## src/hdl/ird_pkg.sv

```systemverilog
// Constants for the infrared remote frame decoder
package ird_pkg;
  localparam int unsigned DATA_W = 32;
  localparam int unsigned ADDR_W = 2;
  localparam logic [ADDR_W-1:0] FRAME_OFS = 2'h0;
  localparam logic [DATA_W-1:0] FRAME_RST = 32'h0000_0000;
  localparam int unsigned INV_LSB = 24;
  localparam int unsigned KEY_LSB = 16;
  localparam int unsigned CUST_LSB = 0;
  localparam int unsigned CUST_W = 16;
  localparam int unsigned KEY_W = 8;
  localparam int unsigned CLK_MHZ = 25;
  localparam int unsigned LEAD_ON_US = 9000;
  localparam int unsigned LEAD_OFF_US = 4500;
  localparam int unsigned ZERO_GAP_US = 560;
  localparam int unsigned ONE_GAP_US = 1690;
  // Leader phases accepted from half their nominal length
  localparam int unsigned LEAD_ON_MIN_CYC = LEAD_ON_US * CLK_MHZ / 2;
  localparam int unsigned LEAD_OFF_MIN_CYC = LEAD_OFF_US * CLK_MHZ / 2;
  // Gap above the midpoint of 560 us and 1690 us is a one
  localparam int unsigned BIT_TH_CYC = (ZERO_GAP_US + ONE_GAP_US) * CLK_MHZ / 2;
  // Longest quiet phase is the leader gap; twice it still fits the counter
  localparam int unsigned TIMEOUT_CYC = 2 * LEAD_OFF_US * CLK_MHZ;
  localparam int unsigned CNT_W = 18;
endpackage : ird_pkg

```

## src/hdl/ird_top.sv

```systemverilog
// Bus-facing wrapper storing decoded remote frames
`timescale 1ns/100ps
`default_nettype none
module ird_top #(
  parameter int unsigned LEAD_ON_MIN = ird_pkg::LEAD_ON_MIN_CYC,
  parameter int unsigned LEAD_OFF_MIN = ird_pkg::LEAD_OFF_MIN_CYC,
  parameter int unsigned BIT_TH = ird_pkg::BIT_TH_CYC,
  parameter int unsigned TIMEOUT = ird_pkg::TIMEOUT_CYC
) (
  input wire logic mclk_i,
  input wire logic reset_i,
  input wire logic ir_n_i,
  input wire logic bus_sel_i,
  input wire logic bus_rd_i,
  input wire logic [ird_pkg::ADDR_W-1:0] bus_addr_i,
  output logic [ird_pkg::DATA_W-1:0] bus_rdata_o,
  output logic irq_o
);
  import ird_pkg::*;
  logic rx_done;
  logic [DATA_W-1:0] rx_data;
  logic [DATA_W-1:0] frame_q, frame_d;
  logic [DATA_W-1:0] rdata_q, rdata_d;
  logic irq_q, irq_d;
  logic [KEY_W-1:0] rx_key, rx_inv;
  logic frame_ok, accept, rd_hit;

  // Decoding lives in the receiver; this level checks the inverted key and stores
  ird_rx #(
    .LEAD_ON_MIN(LEAD_ON_MIN),
    .LEAD_OFF_MIN(LEAD_OFF_MIN),
    .BIT_TH(BIT_TH),
    .TIMEOUT(TIMEOUT)
  ) u_rx (
    .mclk_i(mclk_i),
    .reset_i(reset_i),
    .ir_n_i(ir_n_i),
    .done_o(rx_done),
    .data_o(rx_data)
  );

  assign rx_key = rx_data[KEY_LSB +: KEY_W];
  assign rx_inv = rx_data[INV_LSB +: KEY_W];
  assign frame_ok = (rx_inv == ~rx_key);
  assign accept = rx_done & frame_ok;
  assign rd_hit = bus_sel_i & bus_rd_i & (bus_addr_i == FRAME_OFS);

  always_comb begin
    frame_d = frame_q;
    // Inverted key, key and custom fields in one word
    if (accept) frame_d = rx_data;
    // Unmapped addresses read as zero
    rdata_d = rd_hit ? frame_q : '0;
    // A new frame in the read cycle keeps the request raised
    irq_d = accept ? 1'b1 : (rd_hit ? 1'b0 : irq_q);
  end

  always_ff @(posedge mclk_i) begin
    if (reset_i) begin
      frame_q <= FRAME_RST;
      rdata_q <= '0;
      irq_q <= 1'b0;
    end else begin
      frame_q <= frame_d;
      rdata_q <= rdata_d;
      irq_q <= irq_d;
    end
  end

  assign bus_rdata_o = rdata_q;
  assign irq_o = irq_q;

  // Checks
  a_latch_frame: assert property (@(posedge mclk_i) disable iff (reset_i)
    accept |=> (frame_q == $past(rx_data)) && irq_q)
    else $error("frame not latched with interrupt");
  a_drop_bad: assert property (@(posedge mclk_i) disable iff (reset_i)
    (rx_done && !frame_ok) |=> $stable(frame_q))
    else $error("bad frame changed register");
  a_inv_compl: assert property (@(posedge mclk_i) disable iff (reset_i)
    $changed(frame_q) |-> (frame_q[INV_LSB +: KEY_W] == ~frame_q[KEY_LSB +: KEY_W]))
    else $error("stored inverted key not complement");
  a_field_map: assert property (@(posedge mclk_i) disable iff (reset_i)
    accept |=> frame_q[CUST_LSB +: CUST_W] == $past(rx_data[CUST_LSB +: CUST_W])
      && frame_q[KEY_LSB +: KEY_W] == $past(rx_key))
    else $error("field placement wrong");
  a_read_data: assert property (@(posedge mclk_i) disable iff (reset_i)
    rd_hit |=> bus_rdata_o == $past(frame_q))
    else $error("read data wrong");
  a_unmapped: assert property (@(posedge mclk_i) disable iff (reset_i)
    !rd_hit |=> bus_rdata_o == '0)
    else $error("unmapped read not zero");
  a_irq_hold: assert property (@(posedge mclk_i) disable iff (reset_i)
    (irq_q && !rd_hit && !accept) |=> irq_q)
    else $error("interrupt dropped without read");
  a_irq_clear: assert property (@(posedge mclk_i) disable iff (reset_i)
    (rd_hit && !accept) ##1 !accept |-> !irq_q ##1 !irq_q)
    else $error("interrupt not cleared by read");
  a_no_spur_irq: assert property (@(posedge mclk_i) disable iff (reset_i)
    (!irq_q && !accept) |=> !irq_q)
    else $error("interrupt without frame");
  a_digit_order: assert property (@(posedge mclk_i) disable iff (reset_i)
    (accept && rx_key <= 8'h09) |=> frame_q[INV_LSB +: KEY_W] >= 8'hf6)
    else $error("digit key byte order wrong");
  c_good_frame: cover property (@(posedge mclk_i) disable iff (reset_i) accept);
  c_bad_frame: cover property (@(posedge mclk_i) disable iff (reset_i) rx_done && !frame_ok);
  c_read_irq: cover property (@(posedge mclk_i) disable iff (reset_i) irq_q && rd_hit);
  c_set_on_clr: cover property (@(posedge mclk_i) disable iff (reset_i) accept && rd_hit);
endmodule : ird_top
`default_nettype wire

```

## src/hdl/ird_rx.sv

```systemverilog
// Pulse-distance receiver extracting one 32-bit remote frame
`timescale 1ns/100ps
`default_nettype none
module ird_rx #(
  parameter int unsigned LEAD_ON_MIN = ird_pkg::LEAD_ON_MIN_CYC,
  parameter int unsigned LEAD_OFF_MIN = ird_pkg::LEAD_OFF_MIN_CYC,
  parameter int unsigned BIT_TH = ird_pkg::BIT_TH_CYC,
  parameter int unsigned TIMEOUT = ird_pkg::TIMEOUT_CYC
) (
  input wire logic mclk_i,
  input wire logic reset_i,
  input wire logic ir_n_i,
  output logic done_o,
  output logic [ird_pkg::DATA_W-1:0] data_o
);
  import ird_pkg::*;
  typedef enum logic [2:0] {IDLE, LEAD_ON, LEAD_OFF, BIT_ON, BIT_OFF} ird_rx_e;
  ird_rx_e st_q, st_d;
  logic [CNT_W-1:0] cnt_q, cnt_d;
  logic [5:0] nbit_q, nbit_d;
  logic [DATA_W-1:0] sh_q, sh_d;
  logic done_q, done_d;
  logic carrier_q, carrier_d;
  logic rise, fall, tmo;

  assign carrier_d = ~ir_n_i;
  assign rise = carrier_d & ~carrier_q;
  assign fall = ~carrier_d & carrier_q;
  assign tmo = cnt_q >= CNT_W'(TIMEOUT);
  assign done_o = done_q;
  assign data_o = sh_q;

  always_comb begin
    st_d = st_q;
    nbit_d = nbit_q;
    sh_d = sh_q;
    done_d = 1'b0;
    cnt_d = (rise || fall) ? '0 : (&cnt_q ? cnt_q : cnt_q + 1'b1);
    case (st_q)
      IDLE: begin
        if (rise) st_d = LEAD_ON;
      end
      LEAD_ON: begin
        if (fall) st_d = (cnt_q >= CNT_W'(LEAD_ON_MIN)) ? LEAD_OFF : IDLE;
      end
      LEAD_OFF: begin
        if (rise) begin
          st_d = (cnt_q >= CNT_W'(LEAD_OFF_MIN)) ? BIT_ON : IDLE;
          nbit_d = '0;
        end else if (tmo) begin
          st_d = IDLE;
        end
      end
      BIT_ON: begin
        if (fall) st_d = BIT_OFF;
        else if (tmo) st_d = IDLE;
      end
      BIT_OFF: begin
        if (rise) begin
          sh_d = {cnt_q >= CNT_W'(BIT_TH), sh_q[DATA_W-1:1]};
          nbit_d = nbit_q + 1'b1;
          if (nbit_q == 6'(DATA_W - 1)) begin
            done_d = 1'b1;
            st_d = IDLE;
          end else begin
            st_d = BIT_ON;
          end
        end else if (tmo) begin
          st_d = IDLE;
        end
      end
      default: st_d = IDLE;
    endcase
  end

  always_ff @(posedge mclk_i) begin
    if (reset_i) begin
      st_q <= IDLE;
      cnt_q <= '0;
      nbit_q <= '0;
      sh_q <= '0;
      done_q <= 1'b0;
      carrier_q <= 1'b0;
    end else begin
      st_q <= st_d;
      cnt_q <= cnt_d;
      nbit_q <= nbit_d;
      sh_q <= sh_d;
      done_q <= done_d;
      carrier_q <= carrier_d;
    end
  end
endmodule : ird_rx
`default_nettype wire

```

## config.mk

```make
export PLATFORM = sky130hd
export DESIGN_NAME = ird_top
export DESIGN_NICKNAME = d
export VERILOG_FILES = /design/src/hdl/ird_pkg.sv /design/src/hdl/ird_top.sv /design/src/hdl/ird_rx.sv
export SDC_FILE = /design/constraint.sdc
export NUM_CORES = 1
export LEC_CHECK = 0
export BUFFER_PORTS_ARGS = -buffer_cell sky130_fd_sc_hd__buf_2
export CAP_MARGIN = 15
export CORE_MARGIN = 1
export CORE_UTILIZATION = 32
export CTS_CLUSTER_SIZE = 24
export DETAILED_ROUTE_END_ITERATION = 8
export SETUP_SLACK_MARGIN = 0.02
export SLEW_MARGIN = 20
export SYNTH_ARGS = -nofsm -noshare
export SYNTH_HDL_FRONTEND = slang
export SYNTH_SLANG_ARGS = --single-unit
```

## constraint.sdc

```tcl
create_clock -name mclk_i -period 5 [get_ports mclk_i]
set_input_delay 0.5 -clock mclk_i [delete_from_list [all_inputs] [get_ports mclk_i]]
set_output_delay 0.5 -clock mclk_i [all_outputs]
set_load 0.1 [all_outputs]
```

### Yosys cells after proc, flatten, opt, wreduce, memory -nomap -nowiden

Index checks and enable logic that the tools add are counted.

* register bits: 126
* latch bits: 0
* RAM bits: 0
* memory bits (read-only): 0
* bits of input ports: 7
* output and inout port bits: 33
* logic and storage cells: 64
* memories kept: 0

* add/sub/neg operators: 2
* $mul: 0
* div/mod/pow operators: 0
* order comparisons: 4
* eq/ne operators: 10
* shifts and indexed selects: 0
* muxes and demuxes: 16
* bitwise operators: 11
* reduce and logical (&&, ||, !) cells: 12

Operators with widths (number)
* adder 18 x 1 -> 18 bit (second input constant): 1
* greater-or-equal comparator 18 x 15 -> 1 bit (second input constant): 1
* greater-or-equal comparator 18 x 16 -> 1 bit (second input constant): 1
* greater-or-equal comparator 18 x 17 -> 1 bit (second input constant): 1
* greater-or-equal comparator 18 bit (second input constant): 1
* two-way mux 3 bit: 6
* AND reduction 18 bit: 1
* case mux 3 bit (5 select lines): 1
* two-way mux 6 bit: 2
* case mux 6 bit (2 select lines): 1
* == test 8 bit: 1
* != test 2 x 1 -> 1 bit (second input constant): 4
* NOT 8 bit: 1
* adder 6 x 1 -> 6 bit (second input constant): 1
* == test 3 x 2 -> 1 bit (second input constant): 2
* == test 6 x 5 -> 1 bit (second input constant): 1
* two-way mux 2 bit: 3
* AND 1 bit: 5
* NOT 1 bit: 5
* AND reduction 2 bit: 2
* nonzero test 2 bit: 2
* OR reduction 2 bit: 2
* == test 3 x 1 -> 1 bit (second input constant): 1
* == test 3 bit (second input constant): 1
* other kinds (6): 8

### Depth between registers and ports, before layout

Gate-level depths: netlist of the first run.

* word-level depth: 4
* gate-level depth with buffers: 9
* depth with buffers taken out: 7

### Cells and area by module

Synthesis of the first run repeated with hierarchy kept, for this count alone.

* cells, all modules: 586
* area, all modules: 5322.6 um^2

By module, submodules not included
* ird_rx: instances 1, cells each 362, area each 2876.5 um^2
* ird_top: instances 1, cells each 224, area each 2446.1 um^2

### Least setup slack after synthesis of the first run

No wires, ideal clock.

* path kind: in2reg
* start: input port ir_n_i
* end: register u_rx.sh_q[30] (netlist: u_rx.data_o[30])
* arrival time: 1.719 ns
* data required time: 4.930 ns
* setup slack: 3.211 ns
* cell stages on the path: 8
* buffers on the path: 3
* cell sequence: inv_1 -> ha_1 -> buf_2 -> nor4bb_1 -> buf_2 -> buf_2 -> nand2_1 -> a21oi_1

* longest elaborated chain between the ends: 3

RTL lines
* from (decl): RTL line ird_top.sv:12 `input wire logic ir_n_i,`
* NOT 1 bit: RTL line ird_rx.sv:26 `assign carrier_d = ~ir_n_i;`
* AND 1 bit: RTL line ird_rx.sv:27 `assign rise = carrier_d & ~carrier_q;`
* AND reduction 2 bit (no source line)
* to (signal assigned): RTL line ird_rx.sv:81 `sh_q <= '0;`
* to (signal assigned): RTL line ird_rx.sv:88 `sh_q <= sh_d;`
* to (decl): RTL line ird_rx.sv:21 `logic [DATA_W-1:0] sh_q, sh_d;`

No other way between the ends.
A chain may end at the register's enable or synchronous reset.

### Final worst setup path of the first run

* start: register u_rx.cnt_q[1]
* end: register u_rx.cnt_q[8]

* longest elaborated chain between the ends: 1

RTL lines
* from (decl): RTL line ird_rx.sv:19 `logic [CNT_W-1:0] cnt_q, cnt_d;`
* from (signal assigned): RTL line ird_rx.sv:86 `cnt_q <= cnt_d;`
* adder 18 x 1 -> 18 bit / AND reduction 18 bit (equally long branches): RTL line ird_rx.sv:38 `cnt_d = (rise || fall) ? '0 : (&cnt_q ? cnt_q : cnt_q + 1'b1);`

Parallel ways exist; a longest one is shown, timed or not.

==> results by group, run 1 <==
Synthesis
  – Largest cells by area after synthesis: dfxtp_1 (50%), nand2_1 (10%), a21oi_1 (7.5%), and2_1 (3.9%), nor2_1 (3.0%)
  – Synth Instances: 583
  – Top_reg_cell synth: dfxtp_1
  – Syn. warnings: 0
  – Post-synth top area share: 49.7%
  – Synth Register Bits: 126
  – Syn avg cell area: 8.70 um^2
  – Area leader, netlist: dfxtp_1
  – Syn Nets: 598
  – Synth unique cells: 58
  – Number of synthesized flops with an enable pin: 0
  – Register area share after synthesis: 49.7%
  – Synth Cell Area: 5070 um^2
  – Async SR Flop Fraction: 0%

Drt
  – Via count: 3797
  – DRT iter0 DRCs: 222
  – Routed wire length: 9470 um
  – Vias per cell: 4.60
  – DRC: 0
  – Final ANT Viol Nets: 0
  – Drt first pass iters: 4
  – Avg WL per Cell: 11.5 um

Place
  – Pre-CTS WS: 2650 ps
  – Port Buffer Count: 39
  – DP HPWL: 6190 um
  – GPL Wtd Cong: 0.806

Timing
  – Max-slew violation count: 0
  – Final min period: 2320 ps
  – Final setup fails: 0
  – Worst slew pin tran: 734 ps
  – Final Hold Fails: 0
  – Slew margin rel.: 50.9%
  – Fin crit share: 46.3%
  – Fin worst setup slack: 2680 ps
  – Setup Skew: 11.7 ps
  – Fmax: 432 MHz
  – RSZ-0062 raised after global routing: no
  – Fin Setup TNS: 0 ps

Worst setup path
  – Flop-to-flop setup slack: 2680 ps
  – Reg-to-Reg End: u_rx.cnt_q[8]
  – RR Startpoint: u_rx.cnt_q[1]
  – Crit path depth: 6
  – Crit end category: flop
  – Crit path DAT: 2610 ps
  – Crit path max fanout: 15
  – CP delay by family, top: simple AND/OR/NAND/NOR gates
  – Critical-path top delay cell: nor3_4
  – Worst setup path endpoint: u_rx.cnt_q[8]
  – Reg2Reg Depth: 6
  – Worst path max stage delay: 670 ps
  – Cell Chain, Critical Path: ha_1 -> nand3_4 -> nor3_4 -> a21oi_1 -> nand2_1 -> mux2_1
  – Worst setup path startpoint: u_rx.cnt_q[1]
  – Crit path buffers/inverters: 0
  – Crit path kind: reg2reg
  – Required @ worst endpoint: 5290 ps
  – Crit start category: flop

Power
  – P per Cell Area: 376 nW/um^2
  – Sequential share of power: 45.6%
  – Clk pwr share: 52.9%
  – Logic pwr share: 1.5%
  – P_sw: 492 uW
  – Switch share: 22.2%
  – Peak VDD IR: 0.000254 V
  – Leak: 0.00214 uW
  – Cell Int Power: 1720 uW

Clock network
  – H-tree depth: 4
  – CTS buffer count: 17
  – Root Buffer: clkbuf_16
  – CTS Hold Buffers Added: 0
  – CTS Sinks: 126
  – Worst-path clk slew: 60 ps
  – Worst-Skew Late Latency: 410 ps
  – Resized cells post-CTS: 0
  – Postcts setup bufs: 0
  – Clock Path Buffers: 2
  – CTS tree: yes

Floorplanning
  – Chip height: 128 um
  – Die area: 16400 um^2
  – Core area: 15300 um^2
  – Chip width: 128 um
  – Num rows: 45
  – Initial core utilization: 33.1%
  – Number of I/O pins: 40

Global route
  – Number of global-route vias before repair: 3501
  – Initial antenna violation count: 0
  – First-pass GRT wire length: 16400 um
  – Gr ovfl total: 0
  – Pin count of the biggest net entering global routing: 75
  – Total GRT Usage: 12.6%

Min path
  – Worst hold-check path type: in2reg

Finish
  – Fill cells: 1543
  – Footprint of the multi-input gates: 2280 um^2
  – P&R area growth vs syn: 16.3%
  – Sequential cell area: 2520 um^2
  – Layout cells sized above 1: 15.1%
  – Finished Core Util: 38.5%
  – Nets: 617
  – Ant. Diodes: 0

Flow run
  – # Max-Cap Violations: 0

Outcome
  – Status: complete, no violations
==> power by group through the flow <==
stage	Sequential (uW)	Clock, uW	Combinational (uW)
2_1_floorplan	1030	0	27.8
6_report	1010	1170	33.2
4_1_cts	1010	1200	34.0
5_1_grt	1010	1250	37.2
3_3_place_gp	1030	0	32.7
3_5_place_dp	1030	0	34.0
==> layer usage <==
layer | routed length [um] | up-vias | part of all wire, % | GRT usage, %
met5 | 0 | - | 0 | 0
met4 | 97 | 0 | 1.0 | 5.40
met3 | 336 | 6 | 3.5 | 4.55
met2 | 4480 | 64 | 47 | 19.6
met1 | 4560 | 1736 | 48 | 15.7
li1 | - | 1991 | - | -
==> placed cells by master, fill, tap and decap left out, types with 8 or more instances in the layout <==
cell type / netlist / layout
dfxtp_1: 126 / 126
inv_1: 8 / 8
xor2_1: 8 / 8
a21oi_1: 76 / 76
ha_1: 8 / 8
and2_1: 32 / 32
buf_2: 17 / 39
xnor2_1: 13 / 13
nand3_1: 12 / 12
nand2_1: 140 / 140
clkbuf_16: 0 / 17
nor2_1: 41 / 41
==> worst register-to-register path, stage by stage, from the launching register on <==
cell and delay (ps):
dfxtp_1 450, ha_1 270, nand3_4 160, nor3_4 680, a21oi_1 210, nand2_1 120, mux2_1 320
==> cell usage after synthesis, drive strengths merged (3+ instances only) <==
library cell and instances:
nand2 140, dfxtp 126, a21oi 76, nor2 41, and2 32, buf 29, clkbuf 15, nand3 14
xnor2 13, a211oi 10, ha 8, inv 8, xor2 8, nor3 6, nand4 4, nor4 4
o21ai 4, and3 3, nand2b 3, or3 3
==> metrics by stage <==
step / area (um^2) / power, uW / cells / hold WS, ps
floorplan: 5070 / 1060 / 583 / 427
global placement: 5330 / 1060 / 794 / 438
detailed placement: 5330 / 1070 / 794 / 441
CTS: 5900 / 2240 / 825 / 271
global route: 5900 / 2300 / 825 / 265
finish: 5900 / 2220 / 825 / 283
==> sequential cells by signal, summed over array words and instances (netlist names) <==
signal          flops
bus_rdata_o        32
u_rx.done_o         1
u_rx.carrier_q      1
u_rx.cnt_q         18
u_rx.nbit_q         6
u_rx.data_o        32
irq_o               1
frame_q            32
u_rx.st_q           3
==> kinds of logic after synthesis <==
logic type / synth area share, %
AND/OR/NAND/NOR: 25.2
buffers and inverters: 5.62
multiplexers: 0.641
adder cells (fa/ha/maj): 1.97
XOR/XNOR: 3.63
flip-flops: 49.7
AO/OA/AOI/OAI: 13.2
==> final cells by class <==
class / instances / share of cell area [%]
Sequential cell: 126 / 42.7
Tap cell: 211 / 4.47
Clock inverter: 13 / 2.23
Clock buffer: 18 / 7.44
Multi-Input combinational cell: 405 / 38.7
Inverter: 8 / 0.509
Timing Repair Buffer: 44 / 3.94
==> worst min path at each step <==
stage	start	endpoint	slack (ps)	depth (start not counted)
after detailed placement	frame_q[0]	frame_q[0]	440	2
after global routing	ir_n_i	u_rx.carrier_q	270	2
after CTS	ir_n_i	u_rx.carrier_q	270	2
after global placement	frame_q[0]	frame_q[0]	440	2
after floorplan	frame_q[0]	frame_q[0]	430	2
final	ir_n_i	u_rx.carrier_q	280	2
No activity file was read; power rests on OpenSTA's default activity.
==> run 2: changes to the inputs <==
==> constraint.sdc (replaced) <==
create_clock -name mclk_i -period 2.2 [get_ports mclk_i]
set_input_delay 0.22 -clock mclk_i [delete_from_list [all_inputs] [get_ports mclk_i]]
set_output_delay 0.22 -clock mclk_i [all_outputs]
set_load 0.1 [all_outputs]
==> run 2 against run 1 <==
  * Clock power grew to 2.5 times the previous value
  * Die area did not move
  * Core utilization up 1.0 points
  * Non-clock buffer count up 8
  * Global-route usage increased by 0.52 points
  * Critical path type is now in2reg
  * Largest cell class unchanged
  * Largest power group unchanged
==> results by group, run 2 (synthesis gave the netlist of run 1 again) <==
Min path
  – Hold depth: 2
  – Worst hold-check path type: in2reg
  – Startpoint of the worst hold path: reset_i
  – Endpoint, Worst Hold: u_rx.carrier_q

Timing
  – Final Hold Fails: 0
  – Hold WS: 74.6 ps
  – Final setup fails: 0
  – Worst slew pin tran: 517 ps
  – Fin Setup TNS: 0 ps
  – Slew margin rel.: 65.4%
  – Final min period: 1990 ps
  – Max-slew violation count: 0
  – Setup Skew: 6.67 ps
  – Fmax: 502 MHz
  – RSZ-0062 raised after global routing: no
  – Fin crit share: 90.5%

Global route
  – Total GRT Usage: 13.1%
  – Pin count of the biggest net entering global routing: 44
  – First-pass GRT wire length: 17000 um
  – Initial antenna violation count: 1
  – Gr ovfl total: 0
  – Number of global-route vias before repair: 3679

Place
  – DP HPWL: 6490 um
  – GPL Wtd Cong: 0.807
  – Port Buffer Count: 39

Clock network
  – CTS Hold Buffers Added: 1
  – Worst-path clk slew: 60 ps
  – Postcts setup bufs: 0
  – CTS Sinks: 126
  – Clock Path Buffers: 2
  – H-tree depth: 4
  – CTS buffer count: 17
  – CTS tree: yes
  – Resized cells post-CTS: 0
  – Root Buffer: clkbuf_16
  – Worst-Skew Late Latency: 410 ps

Power
  – Peak VDD IR: 0.000555 V
  – Leak: 0.00222 uW
  – P per Cell Area: 883 nW/um^2

Floorplanning
  – Core area: 15300 um^2
  – Chip height: 128 um
  – Num rows: 45
  – Number of I/O pins: 40
  – Initial core utilization: 33.1%
  – Chip width: 128 um
  – Die area: 16400 um^2

Worst setup path
  – Required @ worst endpoint: 2520 ps
  – Crit path max fanout: 37
  – Reg2Reg Depth: 6
  – Reg-to-Reg End: u_rx.cnt_q[8]
  – RR Startpoint: u_rx.cnt_q[1]
  – Flop-to-flop setup slack: 280 ps
  – Crit end category: flop
  – Crit start category: input pin
  – Crit path DAT: 2310 ps
  – Crit path kind: in2reg

Drt
  – Met2 wire len: 4660 um
  – DR top layer: met4
  – Drt first pass iters: 5
  – M1 WL: 4540 um
  – Final ANT Viol Nets: 0
  – Avg WL per Cell: 11.7 um
  – DRC: 0
  – DRT iter0 DRCs: 164
  – Routed wire length: 9780 um
  – Vias per cell: 4.61
  – Via count: 3851
  – Met3 wire length: 414 um

Finish
  – Footprint of the multi-input gates: 2280 um^2
  – Nets: 625
  – Sequential cell area: 2520 um^2
  – Most frequent cells in the layout: nand2_1 (140), dfxtp_1 (126), a21oi_1 (76), nor2_1 (41), buf_2 (39)
  – Commonest non-fill, non-tap cell in the layout: nand2_1
  – P&R area growth vs syn: 19.4%
  – Layout cells sized above 1: 15.9%
  – Fill cells: 1566

Outcome
  – Status: complete, no violations

Flow run
  – # Max-Cap Violations: 0
-- run 2: routing by layer --
layer / vias up / GRT usage, %
met1: 1759 / 15.2
li1: 1999 / -
met3: 13 / 3.96
met5: - / 0
met4: 0 / 6.85
met2: 80 / 21.8
-- run 2: stage by stage --
stage | util (%) | worst slack (ps) | total power [uW] | cells | instance area [um^2]
2_1_floorplan | - | 473 | 2400 | 583 | 5070
3_3_place_gp | 35.3 | 324 | 2420 | 801 | 5410
3_5_place_dp | 35.3 | 265 | 2430 | 801 | 5410
4_1_cts | 39.5 | 210 | 5420 | 834 | 6050
5_1_grt | 39.5 | 41.6 | 5530 | 834 | 6050
6_report | 39.5 | 209 | 5350 | 835 | 6050
-- run 2: report_power, final --
part	internal, uW	leakage (uW)	switching [uW]
registers	2290	0.00102	9.63
clock network	1920	0.000312	1050
logic	27.9	0.000895	52.3
-- run 2: worst max path at each step --
stage / from / endpoint / slack, ps
2_1_floorplan: u_rx.cnt_q[0] / u_rx.cnt_q[8] / 470
3_3_place_gp: ir_n_i / u_rx.data_o[31] / 320
3_5_place_dp: u_rx.cnt_q[1] / u_rx.cnt_q[10] / 270
4_1_cts: ir_n_i / u_rx.nbit_q[4] / 210
5_1_grt: ir_n_i / u_rx.nbit_q[3] / 40
6_report: ir_n_i / u_rx.nbit_q[4] / 210
-- run 2: worst max-delay path, stage by stage --
cell and delay (ps):
dlygate4sd3_1 530, buf_2 130, inv_1 50, ha_1 350, nor4bb_4 430, buf_12 240, a21oi_1 90, a211oi_1 270
-- run 2: cell type report --
type / instances / share of cell area (%)
Sequential cell: 126 / 41.7
Multi-Input combinational cell: 405 / 37.7
Clock buffer: 18 / 7.09
Timing Repair Buffer: 52 / 5.29
Tap cell: 211 / 4.36
Clock inverter: 14 / 3.41
Inverter: 8 / 0.496
Antenna cell: 1 / 0.0413
